File: config.mk
export PLATFORM = sky130hd
export DESIGN_NAME = vic_host
export DESIGN_NICKNAME = d
export VERILOG_FILES = /design/src/pkg/vic_pkg.sv /design/src/verilog/vic_host.sv /design/src/verilog/vic_sync2.sv
export VERILOG_INCLUDE_DIRS = /design/src /design/src/pkg
export SDC_FILE = /design/constraint.sdc
export NUM_CORES = 1
export LEC_CHECK = 0
export ABC_AREA = 1
export BUFFER_PORTS_ARGS = -buffer_cell sky130_fd_sc_hd__buf_2
export CAP_MARGIN = 30
export CORE_AREA = 10 10 141 111
export DETAILED_ROUTE_END_ITERATION = 12
export DIE_AREA = 0 0 151 121
export GPL_ROUTABILITY_DRIVEN = 0
export GPL_TIMING_DRIVEN = 1
export PLACE_DENSITY = 0.82
export SETUP_SLACK_MARGIN = 0.15
export SLEW_MARGIN = 5
export SYNTH_ARGS = -nofsm -noshare
export SYNTH_HDL_FRONTEND = slang
export SYNTH_SLANG_ARGS = --single-unit
File: constraint.sdc
create_clock -name i_core_clk -period 11.5 [get_ports i_core_clk]
set_input_delay 1.15 -clock i_core_clk [delete_from_list [all_inputs] [get_ports i_core_clk]]
set_output_delay 1.15 -clock i_core_clk [all_outputs]
set_load 0.01 [all_outputs]
File: src/pkg/vic_params.svh
// Purpose: named constants for the interrupt controller host
// Assumes: 125 MHz core clock
// Notes: times in ns, cycle counts derived from them
//
// Summary of operation
// - single controller: slave program pin held high
// - host gives one acknowledge, then two more
// - end of service command clears service bit
// - host initializes with two or three words
// - request held until first acknowledge received
`ifndef VIC_PARAMS_SVH
`define VIC_PARAMS_SVH

`define VIC_PERIOD_NS 8
`define VIC_CYC_MIN(ns) (((ns) + `VIC_PERIOD_NS - 1) / `VIC_PERIOD_NS)
`define VIC_T_SETUP_NS 50
`define VIC_T_WR_NS 400
`define VIC_T_RD_NS 420
`define VIC_T_HOLD_NS 40
`define VIC_T_GAP_NS 200
`define VIC_CYC_SETUP `VIC_CYC_MIN(`VIC_T_SETUP_NS)
`define VIC_CYC_WR `VIC_CYC_MIN(`VIC_T_WR_NS)
`define VIC_CYC_RD `VIC_CYC_MIN(`VIC_T_RD_NS)
`define VIC_CYC_HOLD `VIC_CYC_MIN(`VIC_T_HOLD_NS)
`define VIC_CYC_GAP `VIC_CYC_MIN(`VIC_T_GAP_NS)

`define VIC_OFF_CTRL 12'h000
`define VIC_OFF_CMD 12'h004
`define VIC_OFF_INIT 12'h008
`define VIC_OFF_RESULT 12'h00c
`define VIC_OFF_STATUS 12'h010
`define VIC_OFF_MASK 12'h014
`define VIC_OFF_REQ 12'h018
`define VIC_OFF_STATE 12'h01c

`define VIC_CTRL_RESET 2'h3
`define VIC_CTRL_AUTO_ACK 0
`define VIC_CTRL_SLAVE_PROG 1
`define VIC_ST_CMD_DONE 0
`define VIC_ST_VEC_DONE 1
`define VIC_ST_BAD_OP 2
`define VIC_CALL_OPCODE 8'hcd
`define VIC_INIT1_FLAG 8'h10
`define VIC_WORD_SEL_BITS 8'h18
`define VIC_ACK_BYTES 2'h3
`define VIC_INIT_LONG 2'h3
`define VIC_INIT_SHORT 2'h2

`endif

File: src/pkg/vic_pkg.sv
// Purpose: types shared by the controller host files
// Assumes: vic_params.svh for numeric constants
// Notes: command word overlays the apb write data
package vic_pkg;

    typedef enum logic [2:0] {
        VIC_OP_WR0,
        VIC_OP_WR1,
        VIC_OP_RD0,
        VIC_OP_RD1,
        VIC_OP_INIT,
        VIC_OP_EOS
    } vic_op_t;

    typedef struct packed {
        logic [13:0] rsvd_hi;
        logic [1:0] init_len;
        logic [7:0] data;
        logic [4:0] rsvd_lo;
        vic_op_t op;
    } vic_cmd_t;

    typedef struct packed {
        logic cs_n;
        logic rd_n;
        logic wr_n;
        logic a0;
        logic ack_n;
        logic data_oe_n;
        logic [7:0] data;
    } vic_pins_t;

    typedef struct packed {
        logic rd;
        logic ack;
        logic a0;
        logic [7:0] data;
    } vic_item_t;

    typedef enum {ST_IDLE, ST_LOAD, ST_SETUP, ST_PULSE, ST_HOLD, ST_GAP} vic_state_t;

    typedef enum logic [1:0] {SEQ_CMD, SEQ_INIT, SEQ_ACK} vic_seq_t;

endpackage : vic_pkg

File: src/verilog/vic_host.sv
// Purpose: host that drives the interrupt controller pins from apb orders
// Assumes: device strobe timing met by cycle counts at 125 MHz
// Notes: apb answers with no wait state; one pin sequence at a time
//
// The APB slave port and the placing of the registers are this design's own decisions.
`timescale 1ns/1ps
`include "vic_params.svh"
module vic_host
    import vic_pkg::*;
(
    input wire logic i_core_clk,
    input wire logic i_rst_n,
    input wire logic i_psel,
    input wire logic i_penable,
    input wire logic i_pwrite,
    input wire logic [11:0] i_paddr,
    input wire logic [31:0] i_pwdata,
    output logic [31:0] o_prdata,
    output logic o_pready,
    output logic o_pslverr,
    output vic_pins_t o_pins,
    input wire logic [7:0] i_data,
    input wire logic i_int,
    output logic o_slave_program,
    output logic [7:0] o_request,
    output logic o_irq
);
    logic [1:0] rst_q_r;
    logic rst_n;
    logic [8:0] in_s;
    logic [7:0] data_s;
    logic int_s;
    vic_state_t state_r;
    vic_seq_t seq_r;
    logic [7:0] cnt_r;
    logic [1:0] idx_r;
    logic [1:0] len_r;
    vic_cmd_t cmd_r;
    vic_cmd_t cmd_w;
    vic_item_t item;
    vic_pins_t pins_r;
    logic [1:0] ctrl_r;
    logic [23:0] init_r;
    logic [7:0] rd_data_r;
    logic [23:0] ack_bytes_r;
    logic [2:0] status_r;
    logic [2:0] mask_r;
    logic [7:0] req_r;
    logic acc_wr;
    logic acc_rd;
    logic go_cmd;
    logic go_ack;
    logic cnt_end;
    logic pulse_end;
    logic seq_end;
    logic ev_bad;
    logic [2:0] ev;

    // reset released through two flops so every block leaves reset together
    always_ff @(posedge i_core_clk or negedge i_rst_n) begin
        if (!i_rst_n) begin
            rst_q_r <= 2'h0;
        end else begin
            rst_q_r <= {rst_q_r[0], 1'b1};
        end
    end
    assign rst_n = rst_q_r[1];

    vic_sync2 #(.W(9)) u_sync (
        .i_core_clk(i_core_clk),
        .i_rst_n(rst_n),
        .i_async({i_int, i_data}),
        .o_sync(in_s)
    );
    assign int_s = in_s[8];
    assign data_s = in_s[7:0];

    function automatic logic hit(input logic [11:0] addr, input logic [11:0] off);
        hit = (addr == off);
    endfunction : hit

    function automatic logic [7:0] cyc(input int n);
        cyc = 8'(n - 1);
    endfunction : cyc

    // what the current step of the sequence puts on the pins
    function automatic vic_item_t item_of(input vic_seq_t s, input logic [1:0] i,
                                          input vic_cmd_t c, input logic [23:0] iw);
        item_of = '{rd: 1'b0, ack: 1'b0, a0: 1'b0, data: c.data};
        unique case (s)
            SEQ_INIT: begin
                item_of.a0 = (i != 2'h0);
                item_of.data = iw[i*8 +: 8];
                if (i == 2'h0) begin
                    item_of.data = iw[7:0] | `VIC_INIT1_FLAG;
                end
            end
            SEQ_ACK: begin
                item_of.rd = 1'b1;
                item_of.ack = 1'b1;
            end
            SEQ_CMD: begin
                item_of.rd = (c.op == VIC_OP_RD0) || (c.op == VIC_OP_RD1);
                item_of.a0 = (c.op == VIC_OP_WR1) || (c.op == VIC_OP_RD1);
                if (c.op == VIC_OP_EOS) begin
                    item_of.data = c.data & ~`VIC_WORD_SEL_BITS;
                end
            end
        endcase
    endfunction : item_of

    // acknowledge runs without chip select; strobes never overlap
    function automatic vic_pins_t pins_for(input vic_state_t st, input vic_item_t it);
        pins_for = '{cs_n: 1'b1, rd_n: 1'b1, wr_n: 1'b1, a0: it.a0, ack_n: 1'b1,
                     data_oe_n: 1'b1, data: it.data};
        if (st == ST_SETUP || st == ST_PULSE || st == ST_HOLD) begin
            pins_for.cs_n = it.ack;
            pins_for.data_oe_n = it.rd;
        end
        if (st == ST_PULSE) begin
            pins_for.wr_n = it.rd;
            pins_for.rd_n = !(it.rd && !it.ack);
            pins_for.ack_n = !it.ack;
        end
    endfunction : pins_for

    assign acc_wr = i_psel && i_penable && i_pwrite;
    assign acc_rd = i_psel && i_penable && !i_pwrite;
    assign cmd_w = vic_cmd_t'(i_pwdata);
    assign go_cmd = acc_wr && hit(i_paddr, `VIC_OFF_CMD) && state_r == ST_IDLE
                    && cmd_w.op <= VIC_OP_EOS;
    // answer the interrupt line with an acknowledge sequence
    assign go_ack = state_r == ST_IDLE && !go_cmd && int_s
                    && ctrl_r[`VIC_CTRL_AUTO_ACK];
    assign item = item_of(seq_r, idx_r, cmd_r, init_r);
    assign cnt_end = (cnt_r == 8'h0);
    assign pulse_end = state_r == ST_PULSE && cnt_end;
    assign seq_end = state_r == ST_GAP && cnt_end && (idx_r + 2'h1 == len_r);
    assign ev_bad = pulse_end && item.ack && idx_r == 2'h0 && data_s != `VIC_CALL_OPCODE;

    always_ff @(posedge i_core_clk or negedge rst_n) begin
        if (!rst_n) begin
            state_r <= ST_IDLE;
            seq_r <= SEQ_CMD;
            cnt_r <= 8'h0;
            idx_r <= 2'h0;
            len_r <= 2'h1;
            cmd_r <= '0;
            pins_r <= '{cs_n: 1'b1, rd_n: 1'b1, wr_n: 1'b1, a0: 1'b0, ack_n: 1'b1,
                        data_oe_n: 1'b1, data: 8'h0};
        end else begin
            unique case (state_r)
                ST_IDLE: begin
                    idx_r <= 2'h0;
                    if (go_cmd) begin
                        cmd_r <= cmd_w;
                        seq_r <= (cmd_w.op == VIC_OP_INIT) ? SEQ_INIT : SEQ_CMD;
                        len_r <= 2'h1;
                        if (cmd_w.op == VIC_OP_INIT) begin
                            // two words, or three for a cascaded array
                            len_r <= (cmd_w.init_len == `VIC_INIT_LONG) ?
                                     `VIC_INIT_LONG : `VIC_INIT_SHORT;
                        end
                        state_r <= ST_LOAD;
                    end else if (go_ack) begin
                        seq_r <= SEQ_ACK;
                        len_r <= `VIC_ACK_BYTES;
                        state_r <= ST_LOAD;
                    end
                end
                ST_LOAD: begin
                    pins_r <= pins_for(ST_SETUP, item);
                    cnt_r <= cyc(`VIC_CYC_SETUP);
                    state_r <= ST_SETUP;
                end
                ST_SETUP: begin
                    cnt_r <= cnt_r - 8'h1;
                    if (cnt_end) begin
                        pins_r <= pins_for(ST_PULSE, item);
                        cnt_r <= item.rd ? cyc(`VIC_CYC_RD) : cyc(`VIC_CYC_WR);
                        state_r <= ST_PULSE;
                    end
                end
                ST_PULSE: begin
                    cnt_r <= cnt_r - 8'h1;
                    if (cnt_end) begin
                        pins_r <= pins_for(ST_HOLD, item);
                        cnt_r <= cyc(`VIC_CYC_HOLD);
                        state_r <= ST_HOLD;
                        // no call opcode: the two vector pulses are not issued
                        if (ev_bad) begin
                            len_r <= 2'h1;
                        end
                    end
                end
                ST_HOLD: begin
                    cnt_r <= cnt_r - 8'h1;
                    if (cnt_end) begin
                        pins_r <= pins_for(ST_GAP, item);
                        cnt_r <= cyc(`VIC_CYC_GAP);
                        state_r <= ST_GAP;
                    end
                end
                ST_GAP: begin
                    cnt_r <= cnt_r - 8'h1;
                    if (cnt_end) begin
                        idx_r <= idx_r + 2'h1;
                        state_r <= seq_end ? ST_IDLE : ST_LOAD;
                    end
                end
            endcase
        end
    end

    // sampled at the end of the pulse, well after the device data is valid
    always_ff @(posedge i_core_clk or negedge rst_n) begin
        if (!rst_n) begin
            rd_data_r <= 8'h0;
            ack_bytes_r <= 24'h0;
        end else if (pulse_end && item.rd) begin
            if (item.ack) begin
                ack_bytes_r[idx_r*8 +: 8] <= data_s;
            end else begin
                rd_data_r <= data_s;
            end
        end
    end

    // request lines dropped only by a write to the request register or once the first acknowledge is over
    always_ff @(posedge i_core_clk or negedge rst_n) begin
        if (!rst_n) begin
            req_r <= 8'h0;
        end else if (acc_wr && hit(i_paddr, `VIC_OFF_REQ)) begin
            req_r <= i_pwdata[7:0];
        end else if (pulse_end && item.ack && idx_r == 2'h0) begin
            req_r <= 8'h0;
        end
    end

    always_ff @(posedge i_core_clk or negedge rst_n) begin
        if (!rst_n) begin
            ctrl_r <= `VIC_CTRL_RESET;
            init_r <= 24'h0;
            mask_r <= 3'h0;
        end else if (acc_wr) begin
            if (hit(i_paddr, `VIC_OFF_CTRL)) begin
                ctrl_r <= i_pwdata[1:0];
            end
            if (hit(i_paddr, `VIC_OFF_INIT)) begin
                init_r <= i_pwdata[23:0];
            end
            if (hit(i_paddr, `VIC_OFF_MASK)) begin
                mask_r <= i_pwdata[2:0];
            end
        end
    end

    always_comb begin
        ev = 3'h0;
        ev[`VIC_ST_CMD_DONE] = seq_end && seq_r != SEQ_ACK;
        ev[`VIC_ST_VEC_DONE] = seq_end && seq_r == SEQ_ACK && len_r == `VIC_ACK_BYTES;
        ev[`VIC_ST_BAD_OP] = ev_bad;
    end

    // a read clears the status, but an event in the same cycle survives
    always_ff @(posedge i_core_clk or negedge rst_n) begin
        if (!rst_n) begin
            status_r <= 3'h0;
        end else if (acc_rd && hit(i_paddr, `VIC_OFF_STATUS)) begin
            status_r <= ev;
        end else begin
            status_r <= status_r | ev;
        end
    end

    always_comb begin
        o_prdata = 32'h0;
        o_pslverr = 1'b0;
        unique case (i_paddr)
            `VIC_OFF_CTRL: o_prdata[1:0] = ctrl_r;
            `VIC_OFF_CMD: o_prdata = cmd_r;
            `VIC_OFF_INIT: o_prdata[23:0] = init_r;
            `VIC_OFF_RESULT: o_prdata = {ack_bytes_r, rd_data_r};
            `VIC_OFF_STATUS: o_prdata[2:0] = status_r;
            `VIC_OFF_MASK: o_prdata[2:0] = mask_r;
            `VIC_OFF_REQ: o_prdata[7:0] = req_r;
            `VIC_OFF_STATE: o_prdata[1:0] = {int_s, state_r != ST_IDLE};
            default: o_pslverr = i_psel && i_penable;
        endcase
    end

    assign o_pready = 1'b1;
    assign o_pins = pins_r;
    assign o_request = req_r;
    // stays high for a lone controller unless software asks otherwise
    assign o_slave_program = ctrl_r[`VIC_CTRL_SLAVE_PROG];
    assign o_irq = |(status_r & mask_r);

    logic [1:0] ack_seen_r;
    always_ff @(posedge i_core_clk or negedge rst_n) begin
        if (!rst_n) begin
            ack_seen_r <= 2'h0;
        end else if (state_r == ST_IDLE) begin
            ack_seen_r <= 2'h0;
        end else if (pulse_end && item.ack) begin
            ack_seen_r <= ack_seen_r + 2'h1;
        end
    end
endmodule : vic_host

File: src/verilog/vic_sync2.sv
// Purpose: two-flop synchroniser for pin inputs
// Assumes: input is asynchronous to the core clock
// Notes: first stage feeds only the second
`timescale 1ns/1ps
module vic_sync2 #(
    parameter int W = 1
) (
    input wire logic i_core_clk,
    input wire logic i_rst_n,
    input wire logic [W-1:0] i_async,
    output logic [W-1:0] o_sync
);
    logic [W-1:0] meta_r;
    logic [W-1:0] sync_r;

    always_ff @(posedge i_core_clk or negedge i_rst_n) begin
        if (!i_rst_n) begin
            meta_r <= '0;
            sync_r <= '0;
        end else begin
            meta_r <= i_async;
            sync_r <= meta_r;
        end
    end

    assign o_sync = sync_r;
endmodule : vic_sync2
After elaboration in Yosys (flattened, before gate mapping)
Index checks and enable logic that the tools add are counted.

Divide/modulo/power cells: 0. $mul: 0. Bitwise gates (word level): 3. Shift-type cells: 3. Reductions and logical operators: 55. Add/subtract/negate cells: 3. $lt $le $gt $ge: 1. Multiplexer cells: 44. Equality and inequality tests: 32.

Operator list (number): 32-bit two-way mux (6); 32-bit case mux with 6 select lines (1); 32-bit by 3-bit equality test with 1-bit output (second input constant) (3); 32-bit by 2-bit equality test with 1-bit output (second input constant) (2); 32-bit logical NOT (2); 14-bit case mux with 4 select lines (1); 12-bit by 5-bit equality test with 1-bit output (second input constant) (4); 8-bit two-way mux (6); 16-bit case mux with 3 select lines (1); 14-bit two-way mux (3); 8-bit case mux with 5 select lines (1); 5-bit negator with 34-bit output (1); 8-bit by 34-bit variable shift with 24-bit output (first input constant) (1); 8-bit by 34-bit variable part select with 24-bit output (1); 32-bit by 1-bit equality test with 1-bit output (second input constant) (1); 32-bit by 4-bit equality test with 1-bit output (second input constant) (1); 32-bit nonzero test (1); 24-bit bitwise mux (1); 12-bit by 4-bit equality test with 1-bit output (second input constant) (2); 24-bit by 6-bit variable part select with 8-bit output (1); 1-bit logical AND (22); 5-bit case mux with 4 select lines (1); 9-bit case mux with 2 select lines (1); 2-bit two-way mux (8); 37 further kinds (69).

Output and inout port bits: 58. Register bits: 184. Bits in read-only memories: 0. Word-level logic and storage cells: 168. Memory bits (writable): 0. Bits in latches: 0. Memories kept: 0.

Logic depth before layout (Yosys ltp)
Depth in word-level cells: 12. Mapped depth: 11. Gate-level depth less buffers: 11.

By module
From an unflattened synthesis, not the netlist that was laid out.

Cell total of the unflattened synthesis: 929. Area total of the unflattened synthesis: 7455.9 um2.

Modules (own cells, without submodules): vic_host (instances 1, cells an instance 911, area an instance 7005.5 um2); vic_sync2 (instances 1, cells an instance 18, area an instance 450.4 um2).

Worst setup path after synthesis
No wires, ideal clock.

Path kind: input port to output port. From: in i_paddr[11]. To: out o_prdata[13]. Setup slack: 8198 ps. Cell stages on the path: 10. Arrival: 2152 ps. Data required time: 10350 ps. Cells stage by stage: nor2_1 nand2_1 nor2_4 nand2_1 inv_1 buf_2 nand2_1 o21ai_0 nand2_1 o21ai_0.

Longest elaborated chain between the ends: 2. Elaborated cells on any way between the ends: 4.

RTL lines: start, declared (RTL line vic_host.sv:16) `input wire logic [11:0] i_paddr,`; 12-bit by 4-bit equality test with 1-bit output / 12-bit by 3-bit equality test with 1-bit output (equally long branches) (RTL line vic_host.sv:279) `unique case (i_paddr)`; 16-bit case mux with 3 select lines (*) (RTL line vic_host.sv:279); end, declared (RTL line vic_host.sv:18) `output logic [31:0] o_prdata,`.

Every way passes the cells marked *; elsewhere a longest branch is shown, timed or not.

Worst setup path after layout
From: in i_paddr[7]. To: out o_prdata[9].

Same word-level chain as after synthesis.

==> qor.json <==
{
  "arrival": {"value": 3.12, "unit": "ns"},
  "switching_share": {"value": 20.7, "unit": "%"},
  "detailedPlace.worstSlack": {"value": 7.28, "unit": "ns"},
  "postCtsHoldBufs": {"value": 0},
  "tritoncts_clock_tree": {"value": "built"},
  "report.final.setup_viol": {"value": 0},
  "cts_sinks": {"value": 155},
  "final_layout_size_suffix_gt1_share": {"value": 19.8, "unit": "%"},
  "worst_tran_pin_value": {"value": 0.916, "unit": "ns"},
  "post-route-min-period": {"value": 4.27, "unit": "ns"},
  "cts.clk_slew.worst_paths": {"value": 0.06, "unit": "ns"},
  "max_cap_violations": {"value": 0},
  "placement_rows": {"value": 36},
  "design.core.area": {"value": 12800, "unit": "um2"},
  "post_synth.cell_area_avg": {"value": 8.19, "unit": "um2"},
  "htree_num_levels": {"value": 4},
  "crit_required": {"value": 10.35, "unit": "ns"},
  "synth.distinct_cells": {"value": 41},
  "synth_simple_gate_area_share": {"value": 21.9, "unit": "%"},
  "timing.slew.headroom": {"value": 38.9, "unit": "%"},
  "synthAdderAreaFrac": {"value": 0.991, "unit": "%"},
  "number_of_remaining_drc_errors": {"value": 0},
  "synth-seq-cells": {"value": 155},
  "clock_power_share": {"value": 51.5, "unit": "%"},
  "drt_pre_antenna_iters": {"value": 6},
  "insertedDiodeCount": {"value": 0},
  "grt_setup_unrepaired": {"value": "no"},
  "post-dp-hpwl": {"value": 14900, "unit": "um"},
  "first_global_vias": {"value": 6510},
  "place.port_buffers": {"value": 114},
  "chipHeight": {"value": 121, "unit": "um"},
  "synthToLayoutAreaGrowth": {"value": 17.3, "unit": "%"},
  "ys.flop_type": {"value": "dfrtp_1"},
  "worstSetupStartpoint": {"value": "i_paddr[7]"},
  "routed-via-count": {"value": 6771},
  "internal_power": {"value": 959, "unit": "uW"},
  "final_min_period_over_clock_period": {"value": 37.1, "unit": "%"},
  "cp_max_fo": {"value": 31},
  "cts.repair_timing.setup_buffer_count": {"value": 0},
  "critical_path.startpoint_type": {"value": "input pin"},
  "route.antenna.remaining_nets": {"value": 0},
  "report.final.hold_viol_count": {"value": 0},
  "clkLatencyLatePin": {"value": 0.43, "unit": "ns"},
  "viasPerCell": {"value": 5.58},
  "synth-edff-count": {"value": 0},
  "die_width": {"value": 151, "unit": "um"},
  "floorplan.initialDensity": {"value": 59.2, "unit": "%"},
  "cts_buffer_depth": {"value": 2},
  "pin_count": {"value": 116},
  "hold_path_class": {"value": "reg2async"},
  "finalNonFillerCells": {"value": 1214},
  "finish.net_count": {"value": 1094},
  "wirelength": {"value": 21100, "unit": "um"},
  "ys_warn_count": {"value": 0},
  "slew_violations": {"value": 0},
  "setup-tns-final": {"value": 0, "unit": "ns"},
  "groute.usage.overall": {"value": 23.2, "unit": "%"},
  "grt_remaining_overflow": {"value": 0},
  "synthXorXnorAreaFrac": {"value": 0.809, "unit": "%"},
  "global_route_wire_length_before_repair": {"value": 33900, "unit": "um"},
  "synth_seq_area_share": {"value": 51.3, "unit": "%"},
  "route.detailed.wl_per_inst": {"value": 17.3, "unit": "um"},
  "async_reset_ff_share": {"value": 100, "unit": "%"},
  "dr.first_iter.drc_count": {"value": 898},
  "cts_inserted_buffers": {"value": 17},
  "outcome": {"value": "complete, no violations"},
  "die_area": {"value": 18300, "unit": "um2"},
  "cellPowerDensity": {"value": 136, "unit": "nW/um2"},
  "vdd_drop_max": {"value": 0.000111, "unit": "V"},
  "main_combinational_cell_family_by_area_after_synthesis": {"value": "simple AND/OR/NAND/NOR gates"},
  "power.sequential.fraction": {"value": 45.7, "unit": "%"},
  "syn_area": {"value": 7570, "unit": "um2"},
  "timing.clock.skew": {"value": 0.00918, "unit": "ns"},
  "clock_tree.root_cell": {"value": "clkbuf_16"},
  "max_freq": {"value": 234, "unit": "MHz"},
  "leakage": {"value": 0.00449, "unit": "uW"},
  "worst_r2r_startpoint": {"value": "idx_r[0]$_DFFE_PN0P_"},
  "ctsResizeCount": {"value": 0},
  "layout_setup_ws": {"value": 7.23, "unit": "ns"},
  "end_kind": {"value": "output port"},
  "criticalPathCategory": {"value": "in2out"},
  "synth_cells": {"value": 925},
  "power.combinational.fraction": {"value": 2.9, "unit": "%"},
  "synth_compound_area_share": {"value": 15.9, "unit": "%"},
  "switch_pwr": {"value": 250, "unit": "uW"},
  "grt_antenna_before_repair": {"value": 0},
  "post_synthesis_mux_area_share": {"value": 0, "unit": "%"},
  "largest_net_degree_at_the_start_of_global_routing": {"value": 79},
  "total_instance_count_after_detailed_placement": {"value": 1180}
}
cell usage after synthesis (7+ instances only):
master | count | area (um2)
nand3_1 | 28 | 140
o21ai_1 | 24 | 120
buf_6 | 7 | 78.8
o211ai_1 | 9 | 67.6
o21ai_2 | 17 | 149
inv_1 | 116 | 435
dfstp_2 | 8 | 210
a21oi_1 | 19 | 95.1
xor2_1 | 7 | 61.3
dfrtp_1 | 147 | 3680
a22o_1 | 9 | 78.8
clkbuf_1 | 11 | 41.3
buf_2 | 9 | 45.0
o21ai_0 | 89 | 445
a31oi_1 | 10 | 62.6
nand2_1 | 279 | 1050
inv_2 | 8 | 30.0
nand2_2 | 8 | 50.1
o22ai_1 | 15 | 93.8
nor2_1 | 49 | 184
nor3_1 | 7 | 35.0
power by group through the flow:
stage	Combinational, uW	Clock (uW)	Sequential (uW)
2_1_floorplan	9.06	0	568
3_3_place_gp	27.4	0	567
3_5_place_dp	27.8	0	567
4_1_cts	28.1	626	557
5_1_grt	39.4	651	552
6_report	34.7	623	552
cells in the final DEF, fill, tap and decap left out, types with 2 or more instances in the layout:
master / n
nand2_1: 279
dfrtp_1: 146
inv_1: 116
buf_2: 114
o21ai_0: 89
nor2_1: 49
nand3_1: 28
o21ai_1: 24
a21oi_1: 19
o21ai_2: 17
clkbuf_16: 17
o22ai_1: 15
a31oi_1: 10
o211ai_1: 9
a22o_1: 9
inv_2: 8
nand2_2: 8
dfstp_2: 8
nor3_1: 7
xor2_1: 7
ha_1: 6
nor2_2: 5
bufinv_16: 5
o2111ai_1: 4
o221ai_1: 4
nand4_1: 4
nor2_4: 3
clkbuf_1: 3
buf_4: 3
nor3_2: 2
nand3b_1: 2
nand3_2: 2
nand4_2: 2
conb_1: 2
clkbuf_8: 2
clkinv_4: 2
buf_16: 2
worst max-delay path: stages:
cell     delay, ns
buf_2         0.10
nor2_1        0.14
nand2_1       0.12
nor2_4        0.16
nand2_1       0.11
inv_1         0.68
nand2_1       0.16
o21ai_0       0.14
nand2_1       0.06
o21ai_0       0.09
buf_2         0.19
registers in the layout, summed over array words and instances, names as in the netlist, 3 cells and up:
| name | cells |
|---|---|
| cnt_r | 8 |
| state_r | 3 |
| u_sync.o_sync | 9 |
| o_request | 8 |
| init_r | 24 |
| ack_bytes_r | 24 |
| rd_data_r | 8 |
| cmd_r | 32 |
| u_sync.meta_r | 9 |
| status_r | 3 |
| o_pins | 14 |
| mask_r | 3 |
layout make-up:
class	instances	area [um2]
tap	171	214
fill	1016	3910
inverter	125	469
sequential	155	3890
clock buffer	22	464
multi-input combinational	612	3010
clock inverter	10	189
timing repair buffer	119	648
layer usage:
| layer | global-route usage (%) | wire (um) | vias up |
|---|---|---|---|
| li1 | - | - | 3201 |
| met1 | 32.8 | 9320 | 3187 |
| met2 | 34.2 | 9320 | 351 |
| met3 | 6.26 | 2040 | 32 |
| met4 | 6.72 | 369 | 0 |
| met5 | 0 | 0 | - |
cell families after synthesis:
logic type | count (synthesis)
AND/OR/NAND/NOR | 394
AO/OA/AOI/OAI | 203
buffers and inverters | 159
flip-flops | 155
XOR/XNOR | 7
adder cells (fa/ha/maj) | 6
other | 1
per-stage QoR:
step | hold slack (ns) | total power (uW) | instance area (um2) | utilization, %
5_1_grt | 0.133 | 1240 | 8880 | 69.4
3_3_place_gp | 0.333 | 594 | 8180 | 63.9
6_report | 0.121 | 1210 | 8880 | 69.4
4_1_cts | 0.349 | 1210 | 8830 | 69.0
2_1_floorplan | 0.331 | 577 | 7580 | -
3_5_place_dp | 0.336 | 594 | 8180 | 63.9
final timing paths:
kind                                               to  slack [ns]  cells after the start
setup / recovery                          o_prdata[9]        7.23                     11
hold / removal                   cmd_r[4]$_DFFE_PN0P_        0.12                      0
setup reg to reg                o_pins[3]$_DFFE_PN0P_        8.57                      8
hold reg to reg                  cmd_r[4]$_DFFE_PN0P_        0.12                      0
max in group asynchronous       o_pins[9]$_DFFE_PN1P_       10.55                      2
min in group i_core_clk    u_sync.o_sync[8]$_DFF_PN0_        0.35                      0
Note: power is estimated with default switching activity, not from simulation.
